--- src/rtl/ea_gen_map.vh ---
// Purpose: Constants for the effective address generator.
// Assumes: Included once per module that needs the encodings.
// Notes:   Mode, class and operation codes are internal encodings.
`ifndef EA_GEN_MAP_VH
`define EA_GEN_MAP_VH

`define MODE_REG_DIRECT    4'h0
`define MODE_REG_INDIRECT  4'h1
`define MODE_DISP16        4'h2
`define MODE_POST_INC      4'h3
`define MODE_PRE_DEC       4'h4
`define MODE_ABS8          4'h5
`define MODE_ABS16         4'h6
`define MODE_IMM8          4'h7
`define MODE_IMM16         4'h8
`define MODE_PC_REL        4'h9
`define MODE_MEM_INDIRECT  4'hA
`define MODE_STACK_PUSH    4'hB
`define MODE_STACK_POP     4'hC

`define OP_MOVE_BYTE       5'h00
`define OP_MOVE_WORD       5'h01
`define OP_ADD_WORD        5'h02
`define OP_SUB_WORD        5'h03
`define OP_CMP_WORD        5'h04
`define OP_ADD_SMALL_CONST 5'h05
`define OP_SUB_SMALL_CONST 5'h06
`define OP_MUL_UNSIGNED    5'h07
`define OP_DIV_UNSIGNED    5'h08
`define OP_ADD_BYTE        5'h09
`define OP_ADD_WITH_CARRY  5'h0A
`define OP_SUB_WITH_CARRY  5'h0B
`define OP_CMP_BYTE        5'h0C
`define OP_AND_BYTE        5'h0D
`define OP_OR_BYTE         5'h0E
`define OP_XOR_BYTE        5'h0F
`define OP_OTHER_ALU       5'h10
`define OP_BIT_SET         5'h11
`define OP_BIT_CLEAR       5'h12
`define OP_BIT_INVERT      5'h13
`define OP_BIT_TEST        5'h14
`define OP_BIT_OTHER       5'h15
`define OP_JUMP            5'h16
`define OP_JUMP_SUBROUTINE 5'h17
`define OP_BRANCH_COND     5'h18
`define OP_BRANCH_SUB      5'h19
`define OP_CCR_PUSH        5'h1A
`define OP_CCR_POP         5'h1B

`define ABS8_PAGE          8'hFF
`define INDIRECT_PAGE      8'h00

`define ST_IDLE            2'h0
`define ST_IND_READ        2'h1
`define ST_IND_DONE        2'h2

`endif

--- src/rtl/ea_word_align.v ---
// Purpose: Word alignment of the address for one memory access.
// Assumes: Most significant byte at the even address.
// Notes:   Purely combinational.
`timescale 1ns/1ns
module ea_word_align (
    input  wire [15:0] addr_i,
    input  wire        word_i,
    output wire [15:0] addr_o
);
    // Word accesses drop bit 0 so an odd address reaches the preceding even one.
    assign addr_o = word_i ? {addr_i[15:1], 1'b0} : addr_i;
endmodule

--- src/rtl/effective_address_gen.v ---
// Purpose: Operand and branch effective address generation for the core.
// Assumes: Decode supplies class, mode and instruction bytes in one request.
// Notes:   Register file lives outside; write-back values are handed back.
// Functional notes
// - Condition code push duplicates flags in both bytes.
// - Condition code pop takes upper byte only.
// - Register direct selects byte or word register.
// - Word register operands only for listed instructions.
// - Register indirect uses register as address.
// - Displacement add_small_const bytes 3-4; move only.
// - Post-increment loads, then add_small_const one or two.
// - Pre-decrement stores, subtract first, keep result.
// - Eight-bit absolute forces upper byte ones.
// - Absolute forms restricted to listed instructions.
// - Immediate from byte 2 or bytes 3-4.
// - Small constant ops imply one or two.
// - Bit number is three-bit immediate field.
// - Relative branch add_small_const sign-extended displacement.
// - Memory indirect reads low-page word target.
// - Memory indirect only for jumps.
// - Odd word addresses cleared to even.
// - ALU uses register direct, some immediate.
// - Moves allow all but relative, memory indirect and stack modes; 16-bit immediate is word only, eight-bit absolute byte only.
// - Bit ops use direct, indirect, short absolute, eight-bit immediate.
// - Word high byte sits at even address.
`timescale 1ns/1ns
`include "ea_gen_map.vh"
module effective_address_gen (
    input  wire        clk_i,
    input  wire        rst_i,
    input  wire        req_i,
    input  wire [4:0]  op_i,
    input  wire [3:0]  mode_i,
    input  wire        is_load_i,
    input  wire        bit_from_reg_i,
    input  wire        bit_in_byte4_i,
    input  wire        small_two_i,
    input  wire [7:0]  byte2_i,
    input  wire [7:0]  byte3_i,
    input  wire [7:0]  byte4_i,
    input  wire [15:0] reg_value_i,
    input  wire [15:0] next_pc_i,
    input  wire [7:0]  ccr_i,
    input  wire [15:0] stack_pointer_reg_i,
    input  wire        mem_ready_i,
    input  wire [15:0] mem_rdata_i,
    output wire        busy_o,
    output reg         done_o,
    output reg         undefined_o,
    output reg         mem_req_o,
    output reg         mem_write_o,
    output reg         mem_word_o,
    output reg  [15:0] mem_addr_o,
    output reg  [15:0] mem_wdata_o,
    output reg         use_reg_o,
    output reg         reg_word_o,
    output reg         imm_valid_o,
    output reg  [15:0] imm_o,
    output reg  [2:0]  bit_num_o,
    output reg         bit_num_from_reg_o,
    output reg         branch_o,
    output reg  [15:0] target_o,
    output reg         reg_wb_o,
    output reg  [15:0] reg_wb_value_o,
    output reg         ccr_load_o,
    output reg  [7:0]  ccr_o
);
    reg  [1:0]  state;
    reg  [1:0]  next_state;
    reg         legal;
    reg         word_op;
    reg         is_move;
    reg         is_alu_imm;
    reg         is_alu;
    reg         is_bit;
    reg         is_jump;
    reg  [15:0] raw_addr;
    wire [15:0] aligned_addr;
    wire [15:0] disp_word;
    wire [15:0] step;
    wire [15:0] rel_target;

    assign disp_word  = {byte3_i, byte4_i};
    assign step       = word_op ? 16'h0002 : 16'h0001;
    assign rel_target = next_pc_i + {{8{byte2_i[7]}}, byte2_i};
    assign busy_o     = (state != `ST_IDLE);

    always @* begin
        is_move    = (op_i == `OP_MOVE_BYTE) || (op_i == `OP_MOVE_WORD);
        is_jump    = (op_i == `OP_JUMP) || (op_i == `OP_JUMP_SUBROUTINE);
        is_bit     = (op_i >= `OP_BIT_SET) && (op_i <= `OP_BIT_OTHER);
        is_alu     = (op_i >= `OP_ADD_WORD) && (op_i <= `OP_OTHER_ALU);
        is_alu_imm = (op_i >= `OP_ADD_BYTE) && (op_i <= `OP_XOR_BYTE);
        word_op    = (op_i >= `OP_MOVE_WORD) && (op_i <= `OP_DIV_UNSIGNED);
        case (mode_i)
            `MODE_REG_DIRECT:   legal = is_move || is_alu || is_bit;
            `MODE_REG_INDIRECT: legal = is_move || is_bit;
            `MODE_DISP16:       legal = is_move;
            `MODE_POST_INC:     legal = is_move && is_load_i;
            `MODE_PRE_DEC:      legal = is_move && !is_load_i;
            `MODE_ABS8:         legal = (op_i == `OP_MOVE_BYTE) || is_bit;
            `MODE_ABS16:        legal = is_move || is_jump;
            `MODE_IMM8:         legal = is_move || is_alu_imm || is_bit;
            `MODE_IMM16:        legal = (op_i == `OP_MOVE_WORD);
            `MODE_PC_REL:       legal = (op_i == `OP_BRANCH_COND) ||
                                        (op_i == `OP_BRANCH_SUB);
            `MODE_MEM_INDIRECT: legal = is_jump;
            `MODE_STACK_PUSH:   legal = (op_i == `OP_CCR_PUSH);
            `MODE_STACK_POP:    legal = (op_i == `OP_CCR_POP);
            default:            legal = 1'b0;
        endcase
        // Small constant ops carry their operand implicitly.
        if ((op_i == `OP_ADD_SMALL_CONST) || (op_i == `OP_SUB_SMALL_CONST)) begin
            legal = (mode_i == `MODE_REG_DIRECT);
        end
        case (mode_i)
            `MODE_DISP16:       raw_addr = reg_value_i + disp_word;
            `MODE_PRE_DEC:      raw_addr = reg_value_i - step;
            `MODE_ABS8:         raw_addr = {`ABS8_PAGE, byte2_i};
            `MODE_ABS16:        raw_addr = disp_word;
            `MODE_MEM_INDIRECT: raw_addr = {`INDIRECT_PAGE, byte2_i};
            `MODE_STACK_PUSH:   raw_addr = stack_pointer_reg_i - 16'h0002;
            `MODE_STACK_POP:    raw_addr = stack_pointer_reg_i;
            default:            raw_addr = reg_value_i;
        endcase
    end

    // Memory indirect and stack traffic is always a word.
    ea_word_align u_align (
        .addr_i (raw_addr),
        .word_i (word_op || (mode_i == `MODE_MEM_INDIRECT) ||
                 (mode_i == `MODE_STACK_PUSH) || (mode_i == `MODE_STACK_POP)),
        .addr_o (aligned_addr)
    );

    always @* begin
        next_state = state;
        case (state)
            `ST_IDLE: begin
                if (req_i && legal && mode_i == `MODE_MEM_INDIRECT) begin
                    next_state = `ST_IND_READ;
                end
            end
            `ST_IND_READ: begin
                if (mem_ready_i) begin
                    next_state = `ST_IND_DONE;
                end
            end
            `ST_IND_DONE: next_state = `ST_IDLE;
            default:      next_state = `ST_IDLE;
        endcase
    end

    always @(posedge clk_i) begin
        if (rst_i) begin
            state              <= `ST_IDLE;
            done_o             <= 1'b0;
            undefined_o        <= 1'b0;
            mem_req_o          <= 1'b0;
            mem_write_o        <= 1'b0;
            mem_word_o         <= 1'b0;
            mem_addr_o         <= 16'h0000;
            mem_wdata_o        <= 16'h0000;
            use_reg_o          <= 1'b0;
            reg_word_o         <= 1'b0;
            imm_valid_o        <= 1'b0;
            imm_o              <= 16'h0000;
            bit_num_o          <= 3'h0;
            bit_num_from_reg_o <= 1'b0;
            branch_o           <= 1'b0;
            target_o           <= 16'h0000;
            reg_wb_o           <= 1'b0;
            reg_wb_value_o     <= 16'h0000;
            ccr_load_o         <= 1'b0;
            ccr_o              <= 8'h00;
        end else begin
            state       <= next_state;
            done_o      <= 1'b0;
            undefined_o <= 1'b0;
            branch_o    <= 1'b0;
            reg_wb_o    <= 1'b0;
            ccr_load_o  <= 1'b0;
            use_reg_o   <= 1'b0;
            imm_valid_o <= 1'b0;
            if (state == `ST_IDLE) begin
                mem_req_o <= 1'b0;
            end
            if (state == `ST_IDLE && req_i) begin
                if (!legal) begin
                    undefined_o <= 1'b1;
                    done_o      <= 1'b1;
                end else begin
                    mem_word_o  <= word_op;
                    mem_addr_o  <= aligned_addr;
                    mem_write_o <= 1'b0;
                    reg_word_o  <= word_op;
                    // Bit number sits in byte 2 or byte 4, bits 6:4.
                    bit_num_o   <= bit_in_byte4_i ? byte4_i[6:4] : byte2_i[6:4];
                    bit_num_from_reg_o <= bit_from_reg_i && is_bit &&
                                          (op_i <= `OP_BIT_TEST);
                    done_o      <= (mode_i != `MODE_MEM_INDIRECT);
                    case (mode_i)
                        `MODE_REG_DIRECT: begin
                            use_reg_o <= 1'b1;
                            if ((op_i == `OP_ADD_SMALL_CONST) ||
                                (op_i == `OP_SUB_SMALL_CONST)) begin
                                imm_valid_o <= 1'b1;
                                imm_o <= small_two_i ? 16'h0002 : 16'h0001;
                            end
                        end
                        `MODE_IMM8: begin
                            imm_valid_o <= 1'b1;
                            imm_o       <= {8'h00, byte2_i};
                        end
                        `MODE_IMM16: begin
                            imm_valid_o <= 1'b1;
                            imm_o       <= disp_word;
                        end
                        `MODE_PC_REL: begin
                            branch_o <= 1'b1;
                            target_o <= {rel_target[15:1], 1'b0};
                        end
                        `MODE_ABS16: begin
                            if (is_jump) begin
                                branch_o <= 1'b1;
                                target_o <= {disp_word[15:1], 1'b0};
                            end else begin
                                mem_req_o   <= 1'b1;
                                mem_write_o <= !is_load_i;
                            end
                        end
                        `MODE_MEM_INDIRECT: begin
                            mem_req_o  <= 1'b1;
                            mem_word_o <= 1'b1;
                        end
                        `MODE_POST_INC: begin
                            mem_req_o      <= 1'b1;
                            reg_wb_o       <= 1'b1;
                            reg_wb_value_o <= reg_value_i + step;
                        end
                        `MODE_PRE_DEC: begin
                            mem_req_o      <= 1'b1;
                            mem_write_o    <= 1'b1;
                            reg_wb_o       <= 1'b1;
                            reg_wb_value_o <= raw_addr;
                        end
                        `MODE_STACK_PUSH: begin
                            mem_req_o      <= 1'b1;
                            mem_write_o    <= 1'b1;
                            mem_word_o     <= 1'b1;
                            mem_wdata_o    <= {ccr_i, ccr_i};
                            reg_wb_o       <= 1'b1;
                            reg_wb_value_o <= aligned_addr;
                        end
                        `MODE_STACK_POP: begin
                            mem_req_o      <= 1'b1;
                            mem_word_o     <= 1'b1;
                            reg_wb_o       <= 1'b1;
                            reg_wb_value_o <= aligned_addr + 16'h0002;
                        end
                        default: begin
                            mem_req_o   <= 1'b1;
                            mem_write_o <= !is_load_i;
                        end
                    endcase
                end
            end
            // Stack pop flags come from the even (upper) byte of the word.
            if (mem_req_o && mem_ready_i && mode_i == `MODE_STACK_POP &&
                state == `ST_IDLE) begin
                ccr_load_o <= 1'b1;
                ccr_o      <= mem_rdata_i[15:8];
            end
            if (state == `ST_IND_READ && mem_ready_i) begin
                mem_req_o <= 1'b0;
                branch_o  <= 1'b1;
                done_o    <= 1'b1;
                target_o  <= {mem_rdata_i[15:1], 1'b0};
            end
        end
    end
endmodule

--- config.mk ---
export PLATFORM = sky130hd
export DESIGN_NAME = effective_address_gen
export DESIGN_NICKNAME = d
export VERILOG_FILES = /design/src/rtl/ea_word_align.v /design/src/rtl/effective_address_gen.v
export VERILOG_INCLUDE_DIRS = /design/src /design/src/rtl
export SDC_FILE = /design/constraint.sdc
export NUM_CORES = 1
export LEC_CHECK = 0
export ABC_AREA = 1
export BUFFER_PORTS_ARGS = -buffer_cell sky130_fd_sc_hd__buf_2
export CELL_PAD_IN_SITES_DETAIL_PLACEMENT = 2
export CELL_PAD_IN_SITES_GLOBAL_PLACEMENT = 2
export CORE_MARGIN = 2
export CORE_UTILIZATION = 27
export DETAILED_ROUTE_END_ITERATION = 7
export GPL_ROUTABILITY_DRIVEN = 0
export PLACE_DENSITY = 0.81
export SLEW_MARGIN = 0
export SYNTH_ARGS = -nofsm -noshare
export SYNTH_HDL_FRONTEND = slang
export SYNTH_SLANG_ARGS = --single-unit
--- constraint.sdc ---
create_clock -name clk_i -period 3.7 [get_ports clk_i]
set_clock_uncertainty 0.1 [all_clocks]
set_input_delay 0.37 -clock clk_i [delete_from_list [all_inputs] [get_ports clk_i]]
set_output_delay 0.37 -clock clk_i [all_outputs]
set_load 0.005 [all_outputs]
==> out/metrics.cfg, run 1 <==
[status]
violations = negative setup slack
status = finished with violations

[timing]
fmax_mhz = 248
whs_ps = 176
fin_ws_ps = -326
slew_viol_final = 0
worst_pin_slew_ps = 1190
finalSetupViolations = 11
finalHoldViolCount = 0
period_needed_ps = 4030
fin_crit_sh_pct = 109
fin_setup_tns_ps = -1560
rsz0062_at_grt = yes
max-slew-margin-rel_pct = 20.3

[logic_synthesis]
yosys_warnings = 0
synth-edff-count = 0
synth-seq-area-share_pct = 23.6
syn_avg_cell_area_um2 = 5.86
synth-async-reset-ratio_pct = 0
syn_nets = 1537
synth_ff_type = dfxtp_1
synth.ff_latch_count = 96
syn-cell-area_um2 = 8130
ys_types = 50
syn_inst = 1387

[clocking]
clkSlewWorstSetupHoldPaths_ps = 70
clock_latency_ps = 350
cts_tree = done
h-tree-depth = 3
cts_made_buffers = 9
cts.path.max_buffers = 2
cts_root_buffer = clkbuf_16
clkSinkCount = 96

[global_route]
track_usage_pct = 27.0
grt_max_degree = 40
grt_pass1_wl_um = 65200
grt.overflow.total = 0
antenna_found_initial = 2
grt_pass1_vias = 11500

[placement]
pre_cts_ws_ps = -675
port-buffer-count = 214
placed_area_um2 = 10100
dp_hpwl_um = 34700

[die]
die_x_um = 177
core_area_um2 = 29600
initial_core_util_pct = 27.4
pin_count = 217
die_h_um = 177
rows = 63
dieArea_um2 = 31500

[layout]
layout-drive-gt1-share_pct = 27.7
fillers = 3714
synthToLayoutAreaGrowth_pct = 35.5
nNetsFinal = 1820
final_area_um2 = 11000
multi_input_area_um2 = 5760
final-seq-area_um2 = 1920

[critical_path]
crit_path_max_fanout = 3
crit_type = in -> reg
required_ps = 3890
cpPeakStageDelay_ps = 410
slowest_stage = ha_1
setup.worst_path.start = byte4_i[1]
worstPathArrival_ps = 4220
path_buf_inv = 8
crit_family = simple AND/OR/NAND/NOR gates
crit_path_end_kind = flop
r2r_start = state[1]$_SDFFE_PP0P_
startpoint_type = primary input

[min_path]
hp-start = mem_ready_i
min_path_type = in -> reg

[power]
peakVddDrop_mv = 0.188
p_sw_share_pct = 38.8
power.switching_mw = 1.28
power_density_nw_per_um2 = 299
p_seq_share_pct = 32.4
intPower_mw = 2.02
leakage_nw = 5.50
pwr-share-comb_pct = 38.7
power_frac_clock_pct = 28.8
finalPower_mw = 3.30

[detailed_routing]
routed_wirelength_um = 47300
post-route-drc-count = 0
via_per_inst = 5.44
dr.first_iter.drc_count = 801
num_vias = 11200
dr.pass1.iters = 5
wl_per_cell_um = 22.9
drt.antenna.violating_nets = 0

[run]
drv_cap = 0

[cells in the mapped netlist, types with 2 or more instances]
library cell,n,area share [%]
nand2_1,331,15
nor2_1,182,8.4
inv_1,171,7.9
nand3_1,137,8.4
a21oi_1,123,7.6
o21ai_0,106,6.5
dfxtp_1,96,24
ha_1,34,5.2
nor3_1,25,1.5
buf_2,16,0.99
clkbuf_1,16,0.74
nand4_1,16,1.2
buf_4,13,1.2
o211ai_1,11,1.0
nand2_2,8,0.62
nand3b_1,8,0.74
xor2_1,8,0.86
a31oi_1,7,0.54
nor2_2,6,0.46
or2_2,6,0.46
o21ai_1,5,0.31
a21oi_2,4,0.43
inv_2,4,0.18
o22ai_1,4,0.31
a211oi_1,3,0.28
a21o_1,3,0.28
and2_1,3,0.23
buf_6,3,0.42
fa_1,3,0.74
o2111ai_1,3,0.32
o21a_1,3,0.28
o31ai_1,3,0.28
buf_1,2,0.092
nor3b_1,2,0.18
nor4_1,2,0.15
o211a_1,2,0.25
o21ai_2,2,0.22
o21bai_1,2,0.18
o221ai_1,2,0.22
xnor2_1,2,0.22
[state kept, by name, indices dropped and copies added (netlist names), 2 cells and up]
register	flops
reg_wb_value_o	16
state	2
bit_num_o	3
mem_addr_o	16
target_o	15
mem_wdata_o	8
ccr_o	8
imm_o	16
[layer usage]
| metal | GRT usage, % | vias up | routed length, um |
|---|---|---|---|
| met5 | 0 | - | 13 |
| met4 | 10.5 | 2 | 2250 |
| met3 | 3.47 | 133 | 2460 |
| li1 | - | 5113 | - |
| met1 | 35.6 | 5545 | 20500 |
| met2 | 44.5 | 426 | 22100 |
[power by group through the flow]
stage / logic (mW) / clock network, mW / registers, mW
after floorplan: 0.561 / 0 / 1.09
after global placement: 1.03 / 0 / 1.09
after detailed placement: 1.08 / 0 / 1.09
after CTS: 1.11 / 0.959 / 1.07
after global routing: 1.38 / 1.01 / 1.07
final: 1.28 / 0.951 / 1.07
[layout by cell type (no fill, tap or decap), types with 3 or more instances in the layout]
master / count
nand2_2: 24
clkbuf_16: 9
a21oi_1: 112
nand3_2: 13
a21o_1: 3
o22ai_1: 4
nand2_1: 309
nand4_1: 16
dfxtp_1: 96
or2_2: 6
nor3_2: 3
a211oi_1: 3
buf_4: 108
inv_1: 164
a21oi_4: 5
ha_4: 6
o2111ai_1: 3
nand3b_1: 8
a31oi_1: 7
nand3_1: 122
o21ai_0: 101
inv_2: 9
xor2_1: 8
o211ai_1: 11
o21ai_1: 6
o31ai_1: 3
o21a_1: 3
nor2_1: 156
a21oi_2: 10
nor3_1: 22
and2_1: 3
o21ai_2: 5
nor2_4: 12
nor2_2: 21
ha_1: 27
nand2_4: 7
buf_2: 212
[what timing repair did]
item	in CTS	in global routing
setup endpoints to repair	9	17
pin swaps	7	44
gates resized for setup	20	115
setup buffers	2	8
hold buffers	0	0
[worst reg2reg max path: stages (launching register included)]
cell     delay [ps]
dfxtp_1         330
nor2_1          190
nand2_1         110
inv_1           210
nand2_2         130
inv_2           240
nand2_1         400
o21ai_0         340
a21oi_1          60
[final timing paths]
kind,slack [ps],endpoint,cells after the start
max,-330,reg_wb_value_o[15]$_SDFFE_PP0P_,30
min,180,state[0]$_SDFFE_PP0P_,2
max reg2reg,1470,mem_wdata_o[11]$_SDFFE_PP0P_,8
min reg2reg,360,mem_wdata_o[7]$_SDFFE_PP0P_,2
[cell type report]
cell class,instances,share of cell area [%]
Clock buffer,9,2.04
Antenna cell,1,0.0227
Sequential cell,96,17.4
Timing Repair Buffer,322,17.2
Inverter,175,6.01
Tap cell,390,4.43
Clock inverter,5,0.545
Multi-Input combinational cell,1066,52.3
[through the flow]
step / util, % / std cells
finish: 37.2 / 2064
global placement: 34.2 / 2039
detailed placement: 34.2 / 2039
global route: 37.2 / 2064
CTS: 35.5 / 2055
floorplan: - / 1387
[logic make-up after synthesis]
group | synth area share (%)
and+or+nand+nor | 38.1
AOI/OAI and AO/OA | 19.5
buffers and inverters | 11.5
DFF | 23.6
adders and majority gates | 5.97
xor gates and xnor gates | 1.08
other | 0.0461
muxes | 0.123
(Power assumes the default switching activity.)
==> inputs of run 2 (changes only) <==
--- a/config.mk
+++ b/config.mk
@@ -10,12 +10,13 @@
 export BUFFER_PORTS_ARGS = -buffer_cell sky130_fd_sc_hd__buf_2
 export CELL_PAD_IN_SITES_DETAIL_PLACEMENT = 2
 export CELL_PAD_IN_SITES_GLOBAL_PLACEMENT = 2
-export CORE_MARGIN = 2
-export CORE_UTILIZATION = 27
+export CORE_UTILIZATION = 28
 export DETAILED_ROUTE_END_ITERATION = 7
 export GPL_ROUTABILITY_DRIVEN = 0
-export PLACE_DENSITY = 0.81
+export PLACE_DENSITY = 0.83
+export SKIP_LAST_GASP = 1
 export SLEW_MARGIN = 0
 export SYNTH_ARGS = -nofsm -noshare
 export SYNTH_HDL_FRONTEND = slang
+export SYNTH_HIERARCHICAL = 1
 export SYNTH_SLANG_ARGS = --single-unit
==> out/metrics.cfg, run 2 <==
[logic_synthesis]
synth-edff-count = 0  ; unchanged
syn_nets = 1516  ; was 1537
yosysMostFrequentCell = nand2_1  ; unchanged
yosys.area.top_type = dfxtp_1  ; unchanged
synth_area_leaders = dfxtp_1, nand2_1, a21oi_1  ; was dfxtp_1, nand2_1, nand3_1
syn_inst = 1365  ; was 1387
synth_top_area_share_pct = 23.4  ; was 23.6%
yosys_warnings = 6  ; was 0
syn-cell-area_um2 = 8220  ; was 8130 um2
synth_common_cells = nand2_1, nor2_1, inv_1, a21oi_1, o21ai_0  ; was nand2_1, nor2_1, inv_1, nand3_1, a21oi_1
synth.ff_latch_count = 96  ; unchanged
ys_types = 49  ; was 50
synth_ff_type = dfxtp_1  ; unchanged
syn_avg_cell_area_um2 = 6.03  ; was 5.86 um2
synth-seq-area-share_pct = 23.4  ; was 23.6%
synth-async-reset-ratio_pct = 0  ; unchanged

[detailed_routing]
drt.antenna.violating_nets = 0  ; unchanged
num_vias = 12800  ; was 11200
dr.pass1.iters = 6  ; was 5
post-route-drc-count = 0  ; unchanged
wl_per_cell_um = 30.2  ; was 22.9 um
via_per_inst = 6.05  ; was 5.44
dr.first_iter.drc_count = 1121  ; was 801
routed_wirelength_um = 63900  ; was 47300 um

[clocking]
clock_latency_ps = 380  ; was 350 ps
cts_made_buffers = 9  ; unchanged
cts.path.max_buffers = 2  ; unchanged
cts_tree = done  ; unchanged
clkSinkCount = 96  ; unchanged
holdBufCountCts = 0  ; unchanged
h-tree-depth = 3  ; unchanged
cts_root_buffer = clkbuf_16  ; unchanged
clkSlewWorstSetupHoldPaths_ps = 80  ; was 70 ps

[critical_path]
slowest_stage = nor3_2  ; was ha_1
critPathCapture = reg_wb_value_o[14]$_SDFFE_PP0P_  ; was reg_wb_value_o[15]$_SDFFE_PP0P_
worstPathArrival_ps = 4390  ; was 4220 ps
crit_path_end_kind = flop  ; unchanged
cpPeakStageDelay_ps = 200  ; was 410 ps
rr_worst_depth = 8  ; unchanged
r2r_start = state[0]$_SDFFE_PP0P_  ; was state[1]$_SDFFE_PP0P_
crit_top_cell = nand2_2
startpoint_type = primary input  ; unchanged
rr_endpoint = reg_wb_value_o[0]$_SDFFE_PP0P_  ; was mem_wdata_o[11]$_SDFFE_PP0P_
crit_path_max_fanout = 4  ; was 3
setup.worst_path.start = op_i[1]  ; was byte4_i[1]
r2r_setup_slack_ps = 640  ; was 1470 ps
required_ps = 3910  ; was 3890 ps
crit_type = in -> reg  ; unchanged

[global_route]
grt_pass1_wl_um = 81300  ; was 65200 um
grt.overflow.total = 0  ; unchanged
grt_pass1_vias = 13300  ; was 11500
grt_max_degree = 40  ; unchanged
track_usage_pct = 35.5  ; was 27.0%
antenna_found_initial = 10  ; was 2

[placement]
pre_cts_ws_ps = -902  ; was -675 ps
port-buffer-count = 214  ; unchanged
dp_hpwl_um = 35400  ; was 34700 um

[status]
status = finished with violations  ; unchanged
violations = negative setup slack  ; unchanged

[layout]
fillers = 3468  ; was 3714
layout_common_cells = nand2_1, buf_2, buf_4  ; was nand2_1, buf_2, inv_1
top_regs = imm_o: 16 flops, mem_addr_o: 16 flops, reg_wb_value_o: 16 flops  ; unchanged
final-seq-area_um2 = 1920  ; unchanged
nNetsFinal = 1872  ; was 1820
final_common_cell = nand2_1  ; unchanged
layout-drive-gt1-share_pct = 38.0  ; was 27.7%
multi_input_area_um2 = 6190  ; was 5760 um2
synthToLayoutAreaGrowth_pct = 48.7  ; was 35.5%

[timing]
fmax_mhz = 240  ; was 248 MHz
fin_crit_sh_pct = 113  ; was 109%
period_needed_ps = 4170  ; was 4030 ps
rsz0062_at_grt = yes  ; unchanged
finalHoldViolCount = 0  ; unchanged
max-slew-margin-rel_pct = 19.0  ; was 20.3%
worst_pin_slew_ps = 1210  ; was 1190 ps
finalSetupViolations = 11  ; unchanged
slew_viol_final = 0  ; unchanged
fin_ws_ps = -472  ; was -326 ps

[die]
rows = 62  ; was 63
core_area_um2 = 28800  ; was 29600 um2
die_h_um = 173  ; was 177 um
initial_core_util_pct = 28.6  ; was 27.4%
dieArea_um2 = 30100  ; was 31500 um2
pin_count = 217  ; unchanged
die_x_um = 173  ; was 177 um

[min_path]
hold_path_depth = 2  ; unchanged
min_path_type = in -> reg  ; unchanged

[power]
peakVddDrop_mv = 0.230  ; was 0.188 mV
power_density_nw_per_um2 = 314  ; was 299 nW/um2
finalPower_mw = 3.84  ; was 3.30 mW
leakage_nw = 5.97  ; was 5.50 nW

[run]
drv_cap = 0  ; unchanged

[run 2: cell type report]
cell class	count	share of cell area [%]
Antenna cell	6	0.123
Timing Repair Buffer	413	21.6
Clock buffer	12	2.10
Clock inverter	4	0.419
Inverter	173	5.51
Multi-Input combinational cell	1028	50.6
Sequential cell	96	15.7
Tap cell	384	3.93
[run 2: worst min path at each step]
stage                     slack (ps)                           start                              to
final                            150                     mem_ready_i           state[0]$_SDFFE_PP0P_
after CTS                        130                     mem_ready_i           state[0]$_SDFFE_PP0P_
after global placement           340    mem_wdata_o[14]$_SDFFE_PP0P_    mem_wdata_o[14]$_SDFFE_PP0P_
after global routing             150                     mem_ready_i           state[0]$_SDFFE_PP0P_
after floorplan                  340  reg_wb_value_o[1]$_SDFFE_PP0P_  reg_wb_value_o[1]$_SDFFE_PP0P_
after detailed placement         360           imm_o[6]$_SDFFE_PP0P_           imm_o[6]$_SDFFE_PP0P_
[run 2: per-stage QoR]
stage / hold WS [ps] / TNS, ps / instance area (um2) / utilization, % / std cells
floorplan: 340 / 0 / 8290 / - / 1365
global placement: 341 / -3570 / 10500 / 36.6 / 2037
detailed placement: 356 / -9850 / 10500 / 36.6 / 2037
CTS: 132 / -266 / 11300 / 39.3 / 2080
global route: 150 / -4890 / 12200 / 42.5 / 2113
finish: 150 / -3200 / 12200 / 42.5 / 2116
[run 2: critical path: cells and delay by family]
kind	cells	cell delay, ps
and+or+nand+nor	19	2320
buffers and inverters	9	960
AOI/OAI and AO/OA	4	540
adders and majority gates	1	180
[run 2: repair_timing]
item,in CTS,in global routing
gates resized for setup,86,182
buffers inserted,29,31
endpoints found under the setup margin,11,17
pin swaps,47,84
[run 2: report_power, final]
part           switching, mW  internal, mW  leakage (nW)  total [mW]
combinational           1.04         0.608          5.04        1.65
clock                  0.555         0.567         0.149        1.12
sequential            0.0124          1.05         0.775        1.06
[run 2: logic make-up after synthesis]
group / count (synthesis) / synth area share [%]
and+or+nand+nor: 647 / 34.2
AOI/OAI and AO/OA: 319 / 21.5
buffers and inverters: 241 / 12.4
DFF: 96 / 23.4
adders and majority gates: 38 / 6.06
xor gates and xnor gates: 22 / 2.34
other: 1 / 0.0456
muxes: 1 / 0.122
[run 2: routing by layer]
| metal | up-vias | GRT usage, % | wire [um] |
|---|---|---|---|
| li1 | 5217 | - | - |
| met1 | 6275 | 41.6 | 24100 |
| met2 | 914 | 58.7 | 29200 |
| met3 | 381 | 7.59 | 5490 |
| met4 | 8 | 22.5 | 5120 |
| met5 | - | 0 | 59 |
==> inputs of run 3 (changes only) <==
--- a/config.mk
+++ b/config.mk
@@ -7,10 +7,11 @@
 export NUM_CORES = 1
 export LEC_CHECK = 0
 export ABC_AREA = 1
-export BUFFER_PORTS_ARGS = -buffer_cell sky130_fd_sc_hd__buf_2
+export BUFFER_PORTS_ARGS = -buffer_cell sky130_fd_sc_hd__buf_4
 export CELL_PAD_IN_SITES_DETAIL_PLACEMENT = 2
 export CELL_PAD_IN_SITES_GLOBAL_PLACEMENT = 2
 export CORE_UTILIZATION = 28
+export CTS_CLUSTER_DIAMETER = 100
 export DETAILED_ROUTE_END_ITERATION = 7
 export GPL_ROUTABILITY_DRIVEN = 0
 export PLACE_DENSITY = 0.83
==> out/metrics.cfg, run 3 (synthesis results as in run 2) <==
[status]
status = finished with violations  ; unchanged
violations = negative setup slack  ; unchanged

[power]
intPower_mw = 2.18  ; was 2.23 mW
peakVddDrop_mv = 0.202  ; was 0.230 mV
leakage_nw = 5.97  ; about the same
power_frac_clock_pct = 27.6  ; was 29.2%
power_density_nw_per_um2 = 304  ; was 314 nW/um2
power.switching_mw = 1.64  ; was 1.61 mW
p_sw_share_pct = 43.0  ; was 42.0%
p_seq_share_pct = 27.9  ; was 27.7%
pwr-share-comb_pct = 44.5  ; was 43.1%
finalPower_mw = 3.82  ; was 3.84 mW

[layout]
layout_common_cells = buf_4, nand2_1, nor2_1  ; was nand2_1, buf_2, buf_4
fillers = 3428  ; was 3468
nNetsFinal = 1861  ; was 1872
synthToLayoutAreaGrowth_pct = 53.0  ; was 48.7%
final_area_um2 = 12600  ; was 12200 um2
utilization_pct = 43.7  ; was 42.5%
top_regs = imm_o: 16 flops, mem_addr_o: 16 flops, reg_wb_value_o: 16 flops  ; unchanged
final-seq-area_um2 = 1920  ; unchanged
multi_input_area_um2 = 6110  ; was 6190 um2
final_common_cell = buf_4  ; was nand2_1
layout-drive-gt1-share_pct = 36.7  ; was 38.0%
fin_cells = 2101  ; was 2116

[detailed_routing]
wl_per_cell_um = 30.5  ; was 30.2 um
post-route-drc-count = 0  ; unchanged
via_per_inst = 6.10  ; was 6.05
num_vias = 12800  ; about the same
routed_wirelength_um = 64100  ; was 63900 um
dr.first_iter.drc_count = 1146  ; was 1121
drt.antenna.violating_nets = 0  ; unchanged
dr.pass1.iters = 5  ; was 6

[global_route]
track_usage_pct = 35.6  ; was 35.5%
grt_pass1_wl_um = 82700  ; was 81300 um
grt.overflow.total = 0  ; unchanged
grt_max_degree = 41  ; was 40
grt_pass1_vias = 13200  ; was 13300
antenna_found_initial = 2  ; was 10

[placement]
port-buffer-count = 214  ; unchanged
placed_area_um2 = 11000  ; was 10500 um2
dp_cells = 2032  ; was 2037
pre_cts_ws_ps = -823  ; was -902 ps
dp_hpwl_um = 35200  ; was 35400 um

[timing]
fmax_mhz = 232  ; was 240 MHz
fin_crit_sh_pct = 116  ; was 113%
finalHoldViolCount = 0  ; unchanged
rsz0062_at_grt = yes  ; unchanged
slew_viol_final = 0  ; unchanged
fin_ws_ps = -608  ; was -472 ps
worst_pin_slew_ps = 1100  ; was 1210 ps
period_needed_ps = 4310  ; was 4170 ps
finalSetupViolations = 14  ; was 11
max-slew-margin-rel_pct = 26.2  ; was 19.0%

[min_path]
min_path_type = in -> reg  ; unchanged

[die]
dieArea_um2 = 30100  ; unchanged
die_x_um = 173  ; unchanged
core_area_um2 = 28800  ; unchanged
pin_count = 217  ; unchanged
initial_core_util_pct = 28.6  ; unchanged
rows = 62  ; unchanged
die_h_um = 173  ; unchanged

[clocking]
cts_made_buffers = 9  ; unchanged
holdBufCountCts = 0  ; unchanged
h-tree-depth = 3  ; unchanged
clkSlewWorstSetupHoldPaths_ps = 90  ; was 80 ps
cts.path.max_buffers = 2  ; unchanged
clock_latency_ps = 390  ; was 380 ps
cts_tree = done  ; unchanged
cts_root_buffer = clkbuf_16  ; unchanged
clkSinkCount = 96  ; unchanged

[critical_path]
crit_path_end_kind = flop  ; unchanged
crit_path_max_fanout = 5  ; was 4
worstPathArrival_ps = 4530  ; was 4390 ps
required_ps = 3930  ; was 3910 ps
cpPeakStageDelay_ps = 380  ; was 200 ps
startpoint_type = primary input  ; unchanged
crit_top_cell = nand2_2  ; unchanged
crit_type = in -> reg  ; unchanged
slowest_stage = ha_4  ; was nor3_2

[run]
drv_cap = 0  ; unchanged

## run 3: worst max-delay path, delay by kind of cell
kind / cells / cell delay [ps]
and+or+nand+nor: 17 / 1990
adders and majority gates: 2 / 510
AOI/OAI and AO/OA: 6 / 890
buffers and inverters: 8 / 760
## run 3: final cells by class
class | count | area share [%]
Timing Repair Buffer | 402 | 24.6
Multi-Input combinational cell | 1028 | 48.6
Clock inverter | 7 | 0.537
Clock buffer | 9 | 1.79
Antenna cell | 2 | 0.0398
Sequential cell | 96 | 15.3
Tap cell | 384 | 3.82
Inverter | 173 | 5.36
## run 3: repair_timing
action / in CTS / in global routing
cloned: 0 / 0
buffers inserted: 24 / 30
pin swaps: 50 / 77
resized for setup: 99 / 139
endpoints found under the hold margin: 0 / 0
endpoints found under the setup margin: 12 / 17
## run 3: final timing paths
kind	endpoint	startpoint	cells after the start	slack, ps
min reg2reg	reg_wb_value_o[4]$_SDFFE_PP0P_	reg_wb_value_o[4]$_SDFFE_PP0P_	2	370
max	reg_wb_value_o[14]$_SDFFE_PP0P_	byte4_i[1]	33	-610
min	state[0]$_SDFFE_PP0P_	mem_ready_i	2	140
max reg2reg	reg_wb_value_o[13]$_SDFFE_PP0P_	state[0]$_SDFFE_PP0P_	8	610
## run 3: metrics by stage
step | setup TNS, ps | hold slack, ps
finish | -4360 | 136
global route | -7140 | 120
CTS | -363 | 108
detailed placement | -8760 | 361
global placement | -4270 | 348
floorplan | 0 | 340
## run 3: per-layer routing
metal / vias up / share of wire, % / global-route usage (%)
li1: 5187 / - / -
met1: 6378 / 38 / 42.5
met2: 918 / 46 / 60.8
met3: 340 / 8.3 / 6.58
met4: 0 / 7.3 / 18.3
met5: - / 0 / 0
## run 3: power groups by stage
stage | sequential, mW | clock, mW | combinational [mW]
final | 1.06 | 1.05 | 1.70
after global routing | 1.07 | 1.08 | 1.74
after CTS | 1.06 | 1.01 | 1.32
after detailed placement | 1.09 | 0 | 1.17
after global placement | 1.09 | 0 | 1.11
after floorplan | 1.09 | 0 | 0.585
